--- config.mk ---
export PLATFORM = sky130hd
export DESIGN_NAME = gtfc_timer_top
export DESIGN_NICKNAME = d
export VERILOG_FILES = /design/src/inc/gtfc_pkg.sv /design/src/gtfc_axil_slave.sv /design/src/gtfc_timer_top.sv
export SDC_FILE = /design/constraint.sdc
export NUM_CORES = 1
export LEC_CHECK = 0
export BUFFER_PORTS_ARGS = -buffer_cell sky130_fd_sc_hd__buf_2
export CORE_MARGIN = 4
export CORE_UTILIZATION = 37
export CTS_CLUSTER_DIAMETER = 150
export DETAILED_ROUTE_END_ITERATION = 12
export PLACE_DENSITY = 0.57
export SETUP_SLACK_MARGIN = 0.15
export SYNTH_ARGS = -nofsm -noshare
export SYNTH_HDL_FRONTEND = slang
export SYNTH_SLANG_ARGS = --single-unit
--- constraint.sdc ---
create_clock -name aclk -period 3.2 [get_ports aclk]
set_clock_uncertainty 0.1 [all_clocks]
set_input_delay 0.32 -clock aclk [delete_from_list [all_inputs] [get_ports aclk]]
set_output_delay 0.32 -clock aclk [all_outputs]
set_load 0.05 [all_outputs]
--- src/inc/gtfc_pkg.sv ---
// Shared constants and carrier types for the general timer and free counter.
package gtfc_pkg;

  localparam int ADDR_W = 8;
  localparam int DATA_W = 32;
  localparam int STRB_W = DATA_W / 8;

  // Register byte addresses.
  localparam logic [ADDR_W-1:0] GT_CONFIG_ADDR  = 8'h8C;
  localparam logic [ADDR_W-1:0] GT_COUNT_ADDR   = 8'h90;
  localparam logic [ADDR_W-1:0] FREE_RUN_ADDR   = 8'h9C;
  localparam logic [ADDR_W-1:0] FREE_HOLD_ADDR  = 8'hA0;
  localparam logic [ADDR_W-1:0] IRQ_STATUS_ADDR = 8'hA4;
  localparam logic [ADDR_W-1:0] IRQ_MASK_ADDR   = 8'hA8;

  // Field layout of the configuration register, counter widths and reset values.
  localparam int CFG_EN_BIT  = 29;
  localparam int PRELOAD_W   = 16;
  localparam int FREE_W      = 32;
  localparam logic [PRELOAD_W-1:0] PRELOAD_ALL_ONES = 16'hFFFF;
  localparam logic [PRELOAD_W-1:0] COUNT_RESET      = 16'hFFFF;
  localparam logic [FREE_W-1:0]    FREE_RESET       = 32'h00000000;
  localparam logic [FREE_W-1:0]    FREE_MAX         = 32'hFFFFFFFF;

  // Interrupt status and mask layout.
  localparam int IRQ_W          = 2;
  localparam int IRQ_TIMER_BIT  = 0;
  localparam int IRQ_WRAP_BIT   = 1;
  localparam logic [IRQ_W-1:0] IRQ_RESET = 2'h0;

  // Timing.
  localparam int CLK_PERIOD_NS     = 40;
  localparam int FREE_CLEAR_NS     = 160;
  localparam int FREE_CLEAR_CYCLES = FREE_CLEAR_NS / CLK_PERIOD_NS;
  localparam int TICK_CYCLES_DEFAULT = 25;

  localparam logic [1:0] RESP_OKAY   = 2'h0;
  localparam logic [1:0] RESP_SLVERR = 2'h2;
  localparam logic [DATA_W-1:0] DATA_ZERO = 32'h00000000;

  typedef struct packed {
    logic [ADDR_W-1:0] addr;
    logic [DATA_W-1:0] data;
    logic [STRB_W-1:0] strb;
  } gtfc_wr_req_type;

  typedef struct packed {
    logic [ADDR_W-1:0] addr;
  } gtfc_rd_req_type;

  typedef enum logic {
    TMR_HALTED  = 1'b0,
    TMR_RUNNING = 1'b1
  } gtfc_timer_state_type;

endpackage

--- src/gtfc_axil_slave.sv ---
// AXI4-Lite slave front end that turns bus transfers into register strobes.
`timescale 1ns/100ps
module gtfc_axil_slave (
  input  wire logic                      aclk,
  input  wire logic                      aresetn,
  input  wire logic [gtfc_pkg::ADDR_W-1:0] s_axi_awaddr,
  input  wire logic                      s_axi_awvalid,
  output logic                           s_axi_awready,
  input  wire logic [gtfc_pkg::DATA_W-1:0] s_axi_wdata,
  input  wire logic [gtfc_pkg::STRB_W-1:0] s_axi_wstrb,
  input  wire logic                      s_axi_wvalid,
  output logic                           s_axi_wready,
  output logic [1:0]                     s_axi_bresp,
  output logic                           s_axi_bvalid,
  input  wire logic                      s_axi_bready,
  input  wire logic [gtfc_pkg::ADDR_W-1:0] s_axi_araddr,
  input  wire logic                      s_axi_arvalid,
  output logic                           s_axi_arready,
  output logic [gtfc_pkg::DATA_W-1:0]    s_axi_rdata,
  output logic [1:0]                     s_axi_rresp,
  output logic                           s_axi_rvalid,
  input  wire logic                      s_axi_rready,
  output logic                           wr_fire,
  output gtfc_pkg::gtfc_wr_req_type      wr_req,
  input  wire logic                      wr_err,
  output logic                           rd_fire,
  output gtfc_pkg::gtfc_rd_req_type      rd_req,
  input  wire logic [gtfc_pkg::DATA_W-1:0] rd_data,
  input  wire logic                      rd_err
);
  import gtfc_pkg::*;

  logic aw_held;
  logic w_held;

  // A write is performed once both halves are held and no response waits.
  assign wr_fire     = aw_held && w_held && !s_axi_bvalid;
  assign rd_fire     = s_axi_arvalid && s_axi_arready;
  assign rd_req.addr = s_axi_araddr;

  always_ff @(posedge aclk) begin
    if (!aresetn) begin
      aw_held       <= 1'b0;
      s_axi_awready <= 1'b1;
      wr_req.addr   <= '0;
    end else if (s_axi_awvalid && s_axi_awready) begin
      aw_held       <= 1'b1;
      s_axi_awready <= 1'b0;
      wr_req.addr   <= s_axi_awaddr;
    end else if (wr_fire) begin
      aw_held       <= 1'b0;
      s_axi_awready <= 1'b1;
    end
  end

  always_ff @(posedge aclk) begin
    if (!aresetn) begin
      w_held       <= 1'b0;
      s_axi_wready <= 1'b1;
      wr_req.data  <= DATA_ZERO;
      wr_req.strb  <= '0;
    end else if (s_axi_wvalid && s_axi_wready) begin
      w_held       <= 1'b1;
      s_axi_wready <= 1'b0;
      wr_req.data  <= s_axi_wdata;
      wr_req.strb  <= s_axi_wstrb;
    end else if (wr_fire) begin
      w_held       <= 1'b0;
      s_axi_wready <= 1'b1;
    end
  end

  always_ff @(posedge aclk) begin
    if (!aresetn) begin
      s_axi_bvalid <= 1'b0;
      s_axi_bresp  <= RESP_OKAY;
    end else if (wr_fire) begin
      s_axi_bvalid <= 1'b1;
      s_axi_bresp  <= wr_err ? RESP_SLVERR : RESP_OKAY;
    end else if (s_axi_bready) begin
      s_axi_bvalid <= 1'b0;
    end
  end

  // Read data is sampled in the same edge that takes the address.
  always_ff @(posedge aclk) begin
    if (!aresetn) begin
      s_axi_rvalid  <= 1'b0;
      s_axi_arready <= 1'b1;
      s_axi_rdata   <= DATA_ZERO;
      s_axi_rresp   <= RESP_OKAY;
    end else if (rd_fire) begin
      s_axi_rvalid  <= 1'b1;
      s_axi_arready <= 1'b0;
      s_axi_rdata   <= rd_data;
      s_axi_rresp   <= rd_err ? RESP_SLVERR : RESP_OKAY;
    end else if (s_axi_rvalid && s_axi_rready) begin
      s_axi_rvalid  <= 1'b0;
      s_axi_arready <= 1'b1;
    end
  end

endmodule

--- src/gtfc_timer_top.sv ---
// General purpose down timer and free-running up counter behind AXI4-Lite.
//
// Overview of operation
// - Timer counts while its enable bit is set and halts while clear.
// - Clearing the enable bit from one forces the preload field to FFFFh.
// - On enable the timer loads the preload value and decrements from it.
// - The timer can raise a periodic host interrupt set by the preload.
// - Read-only count field shows the present timer value; FFFFh after reset.
// - Free counter starts at zero after reset and adds one every cycle.
// - Free counter wraps from its maximum to zero and keeps counting.
// - Each read of the free count captures it; reads of the hold word return the capture.
// - Free counter may need up to 160 ns to show zero after reset.
//
// The implementer's own choice: the AXI4-Lite slave port.
`timescale 1ns/100ps
module gtfc_timer_top #(
  parameter int TICK_CYCLES = gtfc_pkg::TICK_CYCLES_DEFAULT
) (
  input  wire logic                        aclk,
  input  wire logic                        aresetn,
  input  wire logic [gtfc_pkg::ADDR_W-1:0] s_axi_awaddr,
  input  wire logic                        s_axi_awvalid,
  output logic                             s_axi_awready,
  input  wire logic [gtfc_pkg::DATA_W-1:0] s_axi_wdata,
  input  wire logic [gtfc_pkg::STRB_W-1:0] s_axi_wstrb,
  input  wire logic                        s_axi_wvalid,
  output logic                             s_axi_wready,
  output logic [1:0]                       s_axi_bresp,
  output logic                             s_axi_bvalid,
  input  wire logic                        s_axi_bready,
  input  wire logic [gtfc_pkg::ADDR_W-1:0] s_axi_araddr,
  input  wire logic                        s_axi_arvalid,
  output logic                             s_axi_arready,
  output logic [gtfc_pkg::DATA_W-1:0]      s_axi_rdata,
  output logic [1:0]                       s_axi_rresp,
  output logic                             s_axi_rvalid,
  input  wire logic                        s_axi_rready,
  output logic                             irq
);
  import gtfc_pkg::*;

  localparam int TICK_W = (TICK_CYCLES > 1) ? $clog2(TICK_CYCLES) : 1;
  localparam logic [TICK_W-1:0] TICK_LAST = TICK_W'(TICK_CYCLES - 1);

  // Register bus strobes.
  logic                  wr_fire;
  gtfc_wr_req_type       wr_req;
  logic                  wr_err;
  logic                  rd_fire;
  gtfc_rd_req_type       rd_req;
  logic [DATA_W-1:0]     rd_data;
  logic                  rd_err;

  // Software visible state.
  logic                  timer_enable;
  logic [PRELOAD_W-1:0]  timer_preload_value;
  logic [PRELOAD_W-1:0]  general_timer;
  logic [FREE_W-1:0]     free_count_value;
  logic [FREE_W-1:0]     free_count_hold;
  logic [IRQ_W-1:0]      irq_status;
  logic [IRQ_W-1:0]      irq_mask;

  // Timer internals.
  gtfc_timer_state_type  timer_state;
  logic [TICK_W-1:0]     tick_count;
  logic                  tick;
  logic                  timer_event;
  logic                  wrap_event;
  logic [IRQ_W-1:0]      irq_events;

  // Decoded write and read intents.
  logic                  cfg_write;
  logic                  mask_write;
  logic [DATA_W-1:0]     cfg_merged;
  logic                  next_enable;
  logic                  status_read;
  logic                  free_read;

  // Applies byte strobes to an old register image.
  function automatic logic [DATA_W-1:0] apply_strb(
    input logic [DATA_W-1:0] old_value,
    input logic [DATA_W-1:0] new_value,
    input logic [STRB_W-1:0] strb
  );
    logic [DATA_W-1:0] result;
    result = old_value;
    for (int i = 0; i < STRB_W; i++) begin
      if (strb[i]) begin
        result[i*8 +: 8] = new_value[i*8 +: 8];
      end
    end
    return result;
  endfunction

  // True for any address that holds a register.
  function automatic logic addr_mapped(input logic [ADDR_W-1:0] addr);
    logic hit;
    hit = 1'b0;
    if (addr == GT_CONFIG_ADDR) begin
      hit = 1'b1;
    end else if (addr == GT_COUNT_ADDR) begin
      hit = 1'b1;
    end else if (addr == FREE_RUN_ADDR) begin
      hit = 1'b1;
    end else if (addr == FREE_HOLD_ADDR) begin
      hit = 1'b1;
    end else if (addr == IRQ_STATUS_ADDR) begin
      hit = 1'b1;
    end else if (addr == IRQ_MASK_ADDR) begin
      hit = 1'b1;
    end
    return hit;
  endfunction

  gtfc_axil_slave u_slave (
    .aclk          (aclk),
    .aresetn       (aresetn),
    .s_axi_awaddr  (s_axi_awaddr),
    .s_axi_awvalid (s_axi_awvalid),
    .s_axi_awready (s_axi_awready),
    .s_axi_wdata   (s_axi_wdata),
    .s_axi_wstrb   (s_axi_wstrb),
    .s_axi_wvalid  (s_axi_wvalid),
    .s_axi_wready  (s_axi_wready),
    .s_axi_bresp   (s_axi_bresp),
    .s_axi_bvalid  (s_axi_bvalid),
    .s_axi_bready  (s_axi_bready),
    .s_axi_araddr  (s_axi_araddr),
    .s_axi_arvalid (s_axi_arvalid),
    .s_axi_arready (s_axi_arready),
    .s_axi_rdata   (s_axi_rdata),
    .s_axi_rresp   (s_axi_rresp),
    .s_axi_rvalid  (s_axi_rvalid),
    .s_axi_rready  (s_axi_rready),
    .wr_fire       (wr_fire),
    .wr_req        (wr_req),
    .wr_err        (wr_err),
    .rd_fire       (rd_fire),
    .rd_req        (rd_req),
    .rd_data       (rd_data),
    .rd_err        (rd_err)
  );

  // Write decode. Read-only registers accept writes silently.
  always_comb begin
    wr_err     = !addr_mapped(wr_req.addr);
    cfg_write  = wr_fire && (wr_req.addr == GT_CONFIG_ADDR);
    mask_write = wr_fire && (wr_req.addr == IRQ_MASK_ADDR);
    cfg_merged = apply_strb({2'h0, timer_enable, 13'h0000,
                             timer_preload_value},
                            wr_req.data, wr_req.strb);
    next_enable = cfg_write ? cfg_merged[CFG_EN_BIT] : timer_enable;
  end

  always_comb begin
    status_read = rd_fire && (rd_req.addr == IRQ_STATUS_ADDR);
    free_read   = rd_fire && (rd_req.addr == FREE_RUN_ADDR);
  end

  // Configuration register; only the enable bit and preload are kept.
  always_ff @(posedge aclk) begin
    if (!aresetn) begin
      timer_enable <= 1'b0;
    end else if (cfg_write) begin
      timer_enable <= next_enable;
    end
  end

  always_ff @(posedge aclk) begin
    if (!aresetn) begin
      timer_preload_value <= PRELOAD_ALL_ONES;
    end else if (cfg_write && timer_enable && !next_enable) begin
      // The preset overrides any preload written in the same access.
      timer_preload_value <= PRELOAD_ALL_ONES;
    end else if (cfg_write) begin
      timer_preload_value <= cfg_merged[PRELOAD_W-1:0];
    end
  end

  // Prescaler: one tick enable per TICK_CYCLES clocks while running.
  always_ff @(posedge aclk) begin
    if (!aresetn) begin
      tick_count <= '0;
    end else if (timer_state != TMR_RUNNING || !timer_enable) begin
      tick_count <= '0;
    end else if (tick_count == TICK_LAST) begin
      tick_count <= '0;
    end else begin
      tick_count <= tick_count + TICK_W'(1);
    end
  end

  assign tick = (timer_state == TMR_RUNNING) && timer_enable &&
                (tick_count == TICK_LAST);

  // Halted keeps the count frozen; entering run reloads from preload.
  always_ff @(posedge aclk) begin
    if (!aresetn) begin
      timer_state   <= TMR_HALTED;
      general_timer <= COUNT_RESET;
    end else begin
      case (timer_state)
        TMR_HALTED: begin
          if (timer_enable) begin
            timer_state   <= TMR_RUNNING;
            general_timer <= timer_preload_value;
          end
        end
        TMR_RUNNING: begin
          if (!timer_enable) begin
            timer_state <= TMR_HALTED;
          end else if (tick && general_timer == '0) begin
            general_timer <= timer_preload_value;
          end else if (tick) begin
            general_timer <= general_timer - PRELOAD_W'(1);
          end
        end
        default: begin
          timer_state <= TMR_HALTED;
        end
      endcase
    end
  end

  assign timer_event = tick && (general_timer == '0);

  // Free counter clears on the first reset edge, well inside the
  // FREE_CLEAR_CYCLES allowance a host must wait before trusting zero.
  always_ff @(posedge aclk) begin
    if (!aresetn) begin
      free_count_value <= FREE_RESET;
    end else begin
      free_count_value <= free_count_value + FREE_W'(1);
    end
  end

  assign wrap_event = (free_count_value == FREE_MAX);

  // A full word read of the live counter also freezes the value, so a
  // host that then reads the halves through the hold word sees one sample.
  always_ff @(posedge aclk) begin
    if (!aresetn) begin
      free_count_hold <= FREE_RESET;
    end else if (free_read) begin
      free_count_hold <= free_count_value;
    end
  end

  // Sticky status: an event in the clearing cycle survives the clear.
  assign irq_events = {wrap_event, timer_event};

  always_ff @(posedge aclk) begin
    if (!aresetn) begin
      irq_status <= IRQ_RESET;
    end else if (status_read) begin
      irq_status <= irq_events;
    end else begin
      irq_status <= irq_status | irq_events;
    end
  end

  always_ff @(posedge aclk) begin
    if (!aresetn) begin
      irq_mask <= IRQ_RESET;
    end else if (mask_write && wr_req.strb[0]) begin
      irq_mask <= wr_req.data[IRQ_W-1:0];
    end
  end

  // Registered from the next status so the line tracks without lag.
  always_ff @(posedge aclk) begin
    if (!aresetn) begin
      irq <= 1'b0;
    end else if (status_read) begin
      irq <= |(irq_events & irq_mask);
    end else begin
      irq <= |((irq_status | irq_events) & irq_mask);
    end
  end

  // Read mux; reserved bits return zero.
  always_comb begin
    rd_err  = !addr_mapped(rd_req.addr);
    rd_data = DATA_ZERO;
    if (rd_req.addr == GT_CONFIG_ADDR) begin
      rd_data = {2'h0, timer_enable, 13'h0000, timer_preload_value};
    end else if (rd_req.addr == GT_COUNT_ADDR) begin
      rd_data = {16'h0000, general_timer};
    end else if (rd_req.addr == FREE_RUN_ADDR) begin
      rd_data = free_count_value;
    end else if (rd_req.addr == FREE_HOLD_ADDR) begin
      rd_data = free_count_hold;
    end else if (rd_req.addr == IRQ_STATUS_ADDR) begin
      rd_data = {{(DATA_W-IRQ_W){1'b0}}, irq_status};
    end else if (rd_req.addr == IRQ_MASK_ADDR) begin
      rd_data = {{(DATA_W-IRQ_W){1'b0}}, irq_mask};
    end
  end

endmodule
==> flow_results.org, run 1 <==
** Power
- LEAKAGE :: ~3.3 nW
- Overall power of the completed layout :: 4.57 mW
- IR analysis of the VDD net gives a maximum drop of approximately 0.00032 V.
- For this design the ratio of total power to cell area is 510 nW/um^2.

** Yosys
- Cells after Synth :: 945
- Sequential cell area fraction in the yosys report :: 45.8%
- Cell type with the highest aggregate area in the netlist :: sky130_fd_sc_hd__dfxtp_1
- Number of flops mapped to enable cells by yosys :: 0
- The synthesized design devotes to its leading area cell type 45.8% of total area.
- For this run, the leading register cell type out of synthesis is sky130_fd_sc_hd__dfxtp_1.
- In the post-synthesis netlist, the biggest area contributors are sky130_fd_sc_hd__dfxtp_1 (46%), sky130_fd_sc_hd__nand2_1 (9.1%), sky130_fd_sc_hd__a21oi_1 (6.3%).
- After synthesis, the netlist uses 69 different library cells.
- Syn. warnings :: 0
- Total of flip-flops plus latches after synthesis :: 177
- Summing every instance area after synthesis gives 7730 sq um.
- Counting flops with an async set or reset pin after synthesis yields a share of 0%.
- In this run the mean area of a mapped cell was 8.18 sq um.

** STA
- For the final routed database, the setup TNS stands at 0 ns.
- The number of max-slew violations in the final report is 0.
- Unrepaired setup endpoints after global routing :: no
- Setup violations remaining at the end of the flow were counted as 0.
- Fmax :: between 400 and 500 MHz
- Period utilisation layout :: 72.4%
- The worst path needs 2.32 ns of the cycle, external delays included.
- The worst path meets setup with 0.885 ns of slack.
- Count of final hold-check violations :: 0
- Transition at the pin with the smallest max-transition slack :: 0.739 ns
- Relative max-transition margin :: 50.6%

** Outcome
- The flow ran to the end, and the final reports show no timing, DRC or antenna violations.

** Setup path
- The worst setup path is launched from a flip-flop.
- Arrival time worst endpoint :: about 2.5 ns
- Critical path peak fanout :: 18
- STA classifies the critical path endpoint as a flip-flop.
- Data on the critical path is required at its endpoint by about 3.4 ns.
- Critical Setup Path Class :: reg2reg

** Routing
- The routed layout has 6,812 vias.
- Number of detailed-routing iterations run before antenna repair :: 5
- Summed over all layers, the routed wires come to 21,200 um.
- Wirelength per Cell :: about 16 um
- In the routed layout, each cell is associated on average with a via count of 5.29.
- For this block, the initial DRC count from the detailed router was around 460.
- DRC errors left :: 0
- Antenna Nets Post-Route :: 0

** CTS
- Num CTS Buffers :: 17
- Later-pin clock latency in the skew report :: 0.42 ns
- CTS Sinks :: between 150 and 200
- Hold_buf cts :: 0
- Clock tree from TritonCTS :: done
- The H-tree was split into 4 levels.
- The clock passes through at most 2 buffers.
- In this run the post-CTS setup repair buffer count came out at 0.
- The number of gates resized after CTS was 0.
- Clock-pin slew was measured on the worst setup and hold paths at 0.07 ns.
- CTS placed an instance of sky130_fd_sc_hd__clkbuf_16 at the clock tree root.

** GRT
- After global routing the overflow that remains totals 0.
- For this run, the total global-route usage over all layers was measured as between 10% and 20%.
- First-pass GRT wire length :: 34,400 um
- Pin count of the biggest net entering global routing :: 68
- Via count of the first global-routing pass :: 6,257
- The initial antenna violation count was 1.

** Floorplanning
- Top-level port count :: between 100 and 150
- The floorplan step defined a die boundary enclosing about 23,000 sq um.
- The initial utilization of the core area, before any placement, comes to 38.0%.
- The initialized floorplan defines 52 standard-cell rows.
- The die is 153 um tall.
- Standard cell core area :: 20,400 sq um
- The die is around 150 um wide.

** Placed design
- Routability Congestion :: 0.844
- Number of cells after detailed placement :: 1,255
- Once placement finished, the instance area stood at about 8400 sq um.
- Detailed placement ended at an HPWL of 14,600 um.
- During placement, the flow inserted port buffers numbering 82.
- Worst setup slack before clock tree synthesis :: 0.644 ns

** Final layout
- The finished cells cover around 9000 sq um.
- Leaving out filler cells and counting taps, the final layout contains 1,288.
- After the last flow step, the layout net total stands at 1,068.
- Filler cell count :: 2,080
- The top cell types in the final layout, fill and taps aside, are sky130_fd_sc_hd__nand2_1 (187), sky130_fd_sc_hd__dfxtp_1 (177), sky130_fd_sc_hd__a21oi_1 (97).
- Cells with a size suffix above 1 make up 14.4% of the layout.
- Most common cell after layout, fill and taps aside :: sky130_fd_sc_hd__nand2_1
- Layout overhead on the synthesized area :: 15.8%

** Hold path
- In this run the worst hold path is classified as in2reg.

** Run
- Count of maximum capacitance violations :: 0
[final timing paths]
kind              depth (start not counted)  slack [ns]                      end                     from
setup / recovery                          6        0.88        general_timer[12]              timer_state
hold / removal                            3        0.02       u_slave.wr_req[11]           s_axi_wdata[7]
setup reg to reg                          6        0.88        general_timer[12]              timer_state
hold reg to reg                           2        0.35  u_slave.s_axi_rdata[13]  u_slave.s_axi_rdata[13]
[power by group]
part / internal (mW) / switching, mW
Sequential: 2.24 / 0.0341
Combinational: 0.0885 / 0.204
Clock: 1.12 / 0.886
Total: 3.45 / 1.12
[kinds of logic after synthesis]
group | count (synthesis) | share of synthesized area (%)
buffers and inverters | 80 | 4.29
flip-flops | 177 | 45.8
multiplexers | 9 | 1.16
other | 1 | 0.0485
adder cells (fa/ha/maj) | 5 | 0.809
AO/OA/AOI/OAI | 247 | 20.3
XOR/XNOR | 31 | 3.51
AND/OR/NAND/NOR | 395 | 24.1
[worst max-delay path: stages (launching register included)]
cell	delay, ns
sky130_fd_sc_hd__dfxtp_1	0.66
sky130_fd_sc_hd__and4b_1	0.28
sky130_fd_sc_hd__nand4_1	0.27
sky130_fd_sc_hd__o21ai_2	0.21
sky130_fd_sc_hd__buf_4	0.25
sky130_fd_sc_hd__nor3_1	0.08
sky130_fd_sc_hd__o41ai_1	0.36
[stage by stage]
step                      util (%)  hold slack [ns]
after floorplan                  -            0.330
after global placement        41.2            0.341
after detailed placement      41.2            0.340
after CTS                     44.0          0.00886
after global routing          44.0           0.0144
final                         44.0           0.0241
[metal layers]
layer / share of wire (%) / GRT usage, % / vias up
met1: 48 / 25.7 / 3175
met5: 0 / 0 / -
met3: 4.9 / 3.12 / 25
met2: 45 / 27.8 / 169
met4: 1.9 / 6.58 / 0
li1: - / - / 3443
[Yosys cell counts (3+ instances only)]
master                        n
sky130_fd_sc_hd__o22ai_1      3
sky130_fd_sc_hd__nor3_1       6
sky130_fd_sc_hd__a31oi_1      9
sky130_fd_sc_hd__xnor2_1      7
sky130_fd_sc_hd__o21ai_1     18
sky130_fd_sc_hd__nor2_1      83
sky130_fd_sc_hd__ha_1         5
sky130_fd_sc_hd__buf_1        3
sky130_fd_sc_hd__xor2_1      24
sky130_fd_sc_hd__buf_2       13
sky130_fd_sc_hd__nand4b_1     4
sky130_fd_sc_hd__and2_1      13
sky130_fd_sc_hd__a21o_1       8
sky130_fd_sc_hd__a211oi_1     4
sky130_fd_sc_hd__or4_1        5
sky130_fd_sc_hd__clkbuf_1    45
sky130_fd_sc_hd__inv_1       15
sky130_fd_sc_hd__nor3b_1      4
sky130_fd_sc_hd__nand2_1    187
sky130_fd_sc_hd__nor4_1       4
sky130_fd_sc_hd__a32oi_1      5
sky130_fd_sc_hd__a22oi_1     26
sky130_fd_sc_hd__nand2b_1     7
sky130_fd_sc_hd__o21ai_0     23
sky130_fd_sc_hd__a221oi_1     8
sky130_fd_sc_hd__o211ai_1     8
sky130_fd_sc_hd__and3_1       4
sky130_fd_sc_hd__or3_1        5
sky130_fd_sc_hd__nand3_1     34
sky130_fd_sc_hd__nor4_2       3
sky130_fd_sc_hd__mux2i_1      9
sky130_fd_sc_hd__dfxtp_1    177
sky130_fd_sc_hd__buf_4        4
sky130_fd_sc_hd__a21oi_1     97
sky130_fd_sc_hd__nand3b_1     5
sky130_fd_sc_hd__a2bb2oi_1   15
sky130_fd_sc_hd__and4_1       3
sky130_fd_sc_hd__nand4_1     13
[registers in the layout (all words and copies together), names as in the netlist]
signal,count
free_count_hold,32
free_count_value,32
general_timer,16
irq,1
irq_mask,2
irq_status,2
tick_count,5
timer_enable,1
timer_preload_value,16
timer_state,1
u_slave.aw_held,1
u_slave.s_axi_arready,1
u_slave.s_axi_awready,1
u_slave.s_axi_bresp,1
u_slave.s_axi_bvalid,1
u_slave.s_axi_rdata,32
u_slave.s_axi_rresp,1
u_slave.s_axi_rvalid,1
u_slave.s_axi_wready,1
u_slave.w_held,1
u_slave.wr_req,28
[cell type report]
| class | count | area (sq um) | share of cell area, % |
|---|---|---|---|
| tap | 270 | 338 | 3.77 |
| clock inverter | 12 | 108 | 1.20 |
| antenna | 1 | 2.50 | 0.0279 |
| sequential | 177 | 3540 | 39.6 |
| inverter | 15 | 58.8 | 0.657 |
| multi-input combinational | 689 | 3860 | 43.1 |
| clock buffer | 20 | 457 | 5.10 |
| timing repair buffer | 104 | 588 | 6.57 |
No activity file was read; power rests on OpenSTA's default activity.
==> inputs of run 2 (changes only) <==
--- a/config.mk
+++ b/config.mk
@@ -10,7 +10,7 @@
 export CORE_UTILIZATION = 37
 export CTS_CLUSTER_DIAMETER = 150
 export DETAILED_ROUTE_END_ITERATION = 12
-export PLACE_DENSITY = 0.57
+export PLACE_DENSITY = 0.59
 export SETUP_SLACK_MARGIN = 0.15
 export SYNTH_ARGS = -nofsm -noshare
 export SYNTH_HDL_FRONTEND = slang
==> constraint.sdc (replaced) <==
create_clock -name aclk -period 2 [get_ports aclk]
set_clock_uncertainty 0.1 [all_clocks]
set_input_delay 0.2 -clock aclk [delete_from_list [all_inputs] [get_ports aclk]]
set_output_delay 0.2 -clock aclk [all_outputs]
set_load 0.05 [all_outputs]
==> flow_results.org, run 2 (same netlist as run 1, synthesis figures left out) <==
** CTS
- Clock Pin Slew Worst Setup and Hold Paths :: about 0.07 ns
- Counting every sink on the clock net gives 177.
- H-tree lvl count :: 4
- TritonCTS created 17 clock buffers.
- Clock tree from TritonCTS :: done
- Later-pin clock latency in the skew report :: 0.43 ns
- Max Root-Sink Buffers :: 2
- The root buffer cell chosen for the clock tree is sky130_fd_sc_hd__clkbuf_16.

** Placed design
- Before CTS, the worst setup slack after placement is -0.0750 ns.
- Routability Congestion :: 0.826
- Quantity of I/O buffers inserted on ports :: a little over 80
- Hpwl dp :: 15,600 um

** Floorplanning
- For this design the top-level I/O count stands at 101.
- The die is around 150 um wide.
- Die height :: ~150 um
- Standard cell core area :: 20,400 sq um
- In this run the core area contains 52 standard-cell rows.
- Effective utilization at floorplan :: 38.0%
- Area enclosed by the die boundary :: approximately 23,000 sq um

** Setup path
- Delay contributed by the slowest stage of the critical path :: 0.34 ns
- Together, buffers and inverters on the worst path number 3.
- Critical path peak fanout :: 6
- Critical Setup Path Class :: reg2reg
- Element type at the critical path start :: flip-flop
- Arrival time worst endpoint :: between 2 and 2.5 ns
- Grouping stages by cell kind, the critical path spends the most delay in simple AND/OR/NAND/NOR gates.
- STA puts the critical path data required time at 2.22 ns.
- STA classifies the critical path endpoint as a flip-flop.
- The slowest stage of the critical path is the sky130_fd_sc_hd__dfxtp_2 cell.
- Critical Path, Cell by Cell :: inv_2, ha_1, and4b_1, nand4_1, buf_6, o21ai_4, buf_4, or3_1, a21o_1

** GRT
- Overflow left after global routing :: 0
- Pin count of the biggest net entering global routing :: 111
- Antenna violations before repair :: 0
- Overall fraction of global-route tracks in use :: between 10% and 20%
- First-pass GRT wire length :: ~37,000 um
- Via count of the first global-routing pass :: between 7,000 and 8,000

** Hold path
- Worst min-delay path class :: in2reg

** STA
- Period utilisation layout :: between 90% and 100%
- Final hold analysis gives a worst-case slack of approximately 0.15 ns.
- Min setup slack post-route :: 0.0712 ns
- The smallest clock period supported by the final layout is computed as 1.93 ns.
- The number of max-slew violations in the final report is 0.
- Setup repair after global routing could not meet its margin everywhere.
- The number of endpoints with negative hold slack in the final report was 0.
- Fmax :: just over 500 MHz
- Final number of setup-violating endpoints :: 0
- Transition at the pin with the smallest max-transition slack :: 0.705 ns
- Measured against its own limit, the worst slew margin works out to 52.9%.

** Routing
- Before antenna repair, the detailed router went through 5 iterations.
- Total number of vias :: 7,505
- Routed via count divided by cell count :: 5.29
- Wirelength per Cell :: roughly 16 um
- After detailed routing, the wire length on met1 is 10,800 um.
- Summed over all nets, wire length on met3 after detailed routing comes to 1240 um.
- Metal2 WL :: 10,300 um
- Once detail routing completed, the nets flagged for antenna violations numbered 0.
- In this run, the number of DRC markers left after iteration 0 of detailed routing was 507.
- The highest metal layer carrying signal wires in the routed design is met4.
- DRC errors left :: 0
- Summed over all layers, the routed wires come to 22,900 um.

** Final layout
- Leaving out fill and tap cells, the most frequent cells in the layout are sky130_fd_sc_hd__nand2_1 (183), sky130_fd_sc_hd__dfxtp_1 (165), sky130_fd_sc_hd__buf_4 (106).
- Share of cells above drive strength 1 :: 25.5%
- Final #Nets :: 1,200
- In the final layout, the registers with the most flip-flops are free_count_hold x32, free_count_value x32, u_slave.s_axi_rdata x32.
- Finished Core Util :: just over 50%
- The repair_antennas step left the layout with diodes totalling 0.
- Most common cell after layout, fill and taps aside :: sky130_fd_sc_hd__nand2_1
- Layout overhead on the synthesized area :: 33.5%

** Power
- LEAKAGE :: 4.03 nW
- In this run the power density over the cells is 714 nW/um^2.
- IR analysis of the VDD net gives a maximum drop of 0.000554 V.

** Run
- Count of maximum capacitance violations :: 0

** Outcome
- Run status :: completed
-- run 2: changes by cell type in the layout (fill, tap and decap cells not counted), sizes merged --
cell         previous run  this run
clkinvlp                3         1
clkbuf                 20        18
diode                   1         0
bufinv                  1         0
inv                    18        23
dlygate4sd3             0        31
buf                   104       204
o21ai                  42        43
-- run 2: worst paths after layout --
check / end / slack, ns / start / cells after the start
worst max-delay path: general_timer[2] / 0.07 / general_timer[0] / 9
worst min register to register: u_slave.wr_req[43] / 0.35 / u_slave.wr_req[43] / 2
worst min-delay path: u_slave.s_axi_rdata[2] / 0.15 / s_axi_araddr[6] / 5
worst max register to register: general_timer[2] / 0.07 / general_timer[0] / 9
-- run 2: timing repair --
| item | 4_1_cts | 5_1_grt |
|---|---|---|
| resized for setup | 17 | 39 |
| hold buffers | 31 | 0 |
| setup endpoints to repair | 38 | 44 |
| pin swaps | 5 | 20 |
| hold endpoints to repair | 33 | 0 |
| setup buffers | 6 | 13 |
| cloned | 1 | 1 |
-- run 2: per-stage QoR --
stage | instances | area, sq um | total power, mW | TNS [ns]
final | 1419 | 10300 | 7.37 | 0
after global routing | 1419 | 10300 | 7.65 | -0.00365
after CTS | 1405 | 10100 | 7.43 | 0
after detailed placement | 1335 | 9100 | 4.23 | -0.499
after global placement | 1335 | 9100 | 4.22 | -0.184
after floorplan | 946 | 7800 | 4.03 | 0
-- run 2: cell type report --
type | count | area [sq um]
fillers | 1903 | 10000
multi-input cells | 690 | 4070
flip-flops and latches | 177 | 3570
repair buffers | 235 | 1740
clock buffers | 18 | 429
well taps | 270 | 338
clock inverters | 14 | 121
inverters | 15 | 58.8
-- run 2: metal layers --
layer,GRT usage (%),vias to the layer above
li1,-,3707
met2,29.5,222
met1,26.6,3541
met4,6.32,0
met5,0,-
met3,3.83,35
-- run 2: worst register-to-register path, stage by stage, from the launching register on --
cell and delay (ns):
sky130_fd_sc_hd__dfxtp_2 0.34, sky130_fd_sc_hd__inv_2 0.04, sky130_fd_sc_hd__ha_1 0.18, sky130_fd_sc_hd__and4b_1 0.19, sky130_fd_sc_hd__nand4_1 0.12, sky130_fd_sc_hd__buf_6 0.14
sky130_fd_sc_hd__o21ai_4 0.09, sky130_fd_sc_hd__buf_4 0.16, sky130_fd_sc_hd__or3_1 0.30, sky130_fd_sc_hd__a21o_1 0.18
-- run 2: power by group --
group	leakage (nW)	total (mW)	internal [mW]	switching (mW)
sequential	1.44	3.64	3.59	0.0525
clock	0.272	3.17	1.64	1.53
combinational	2.31	0.566	0.220	0.346
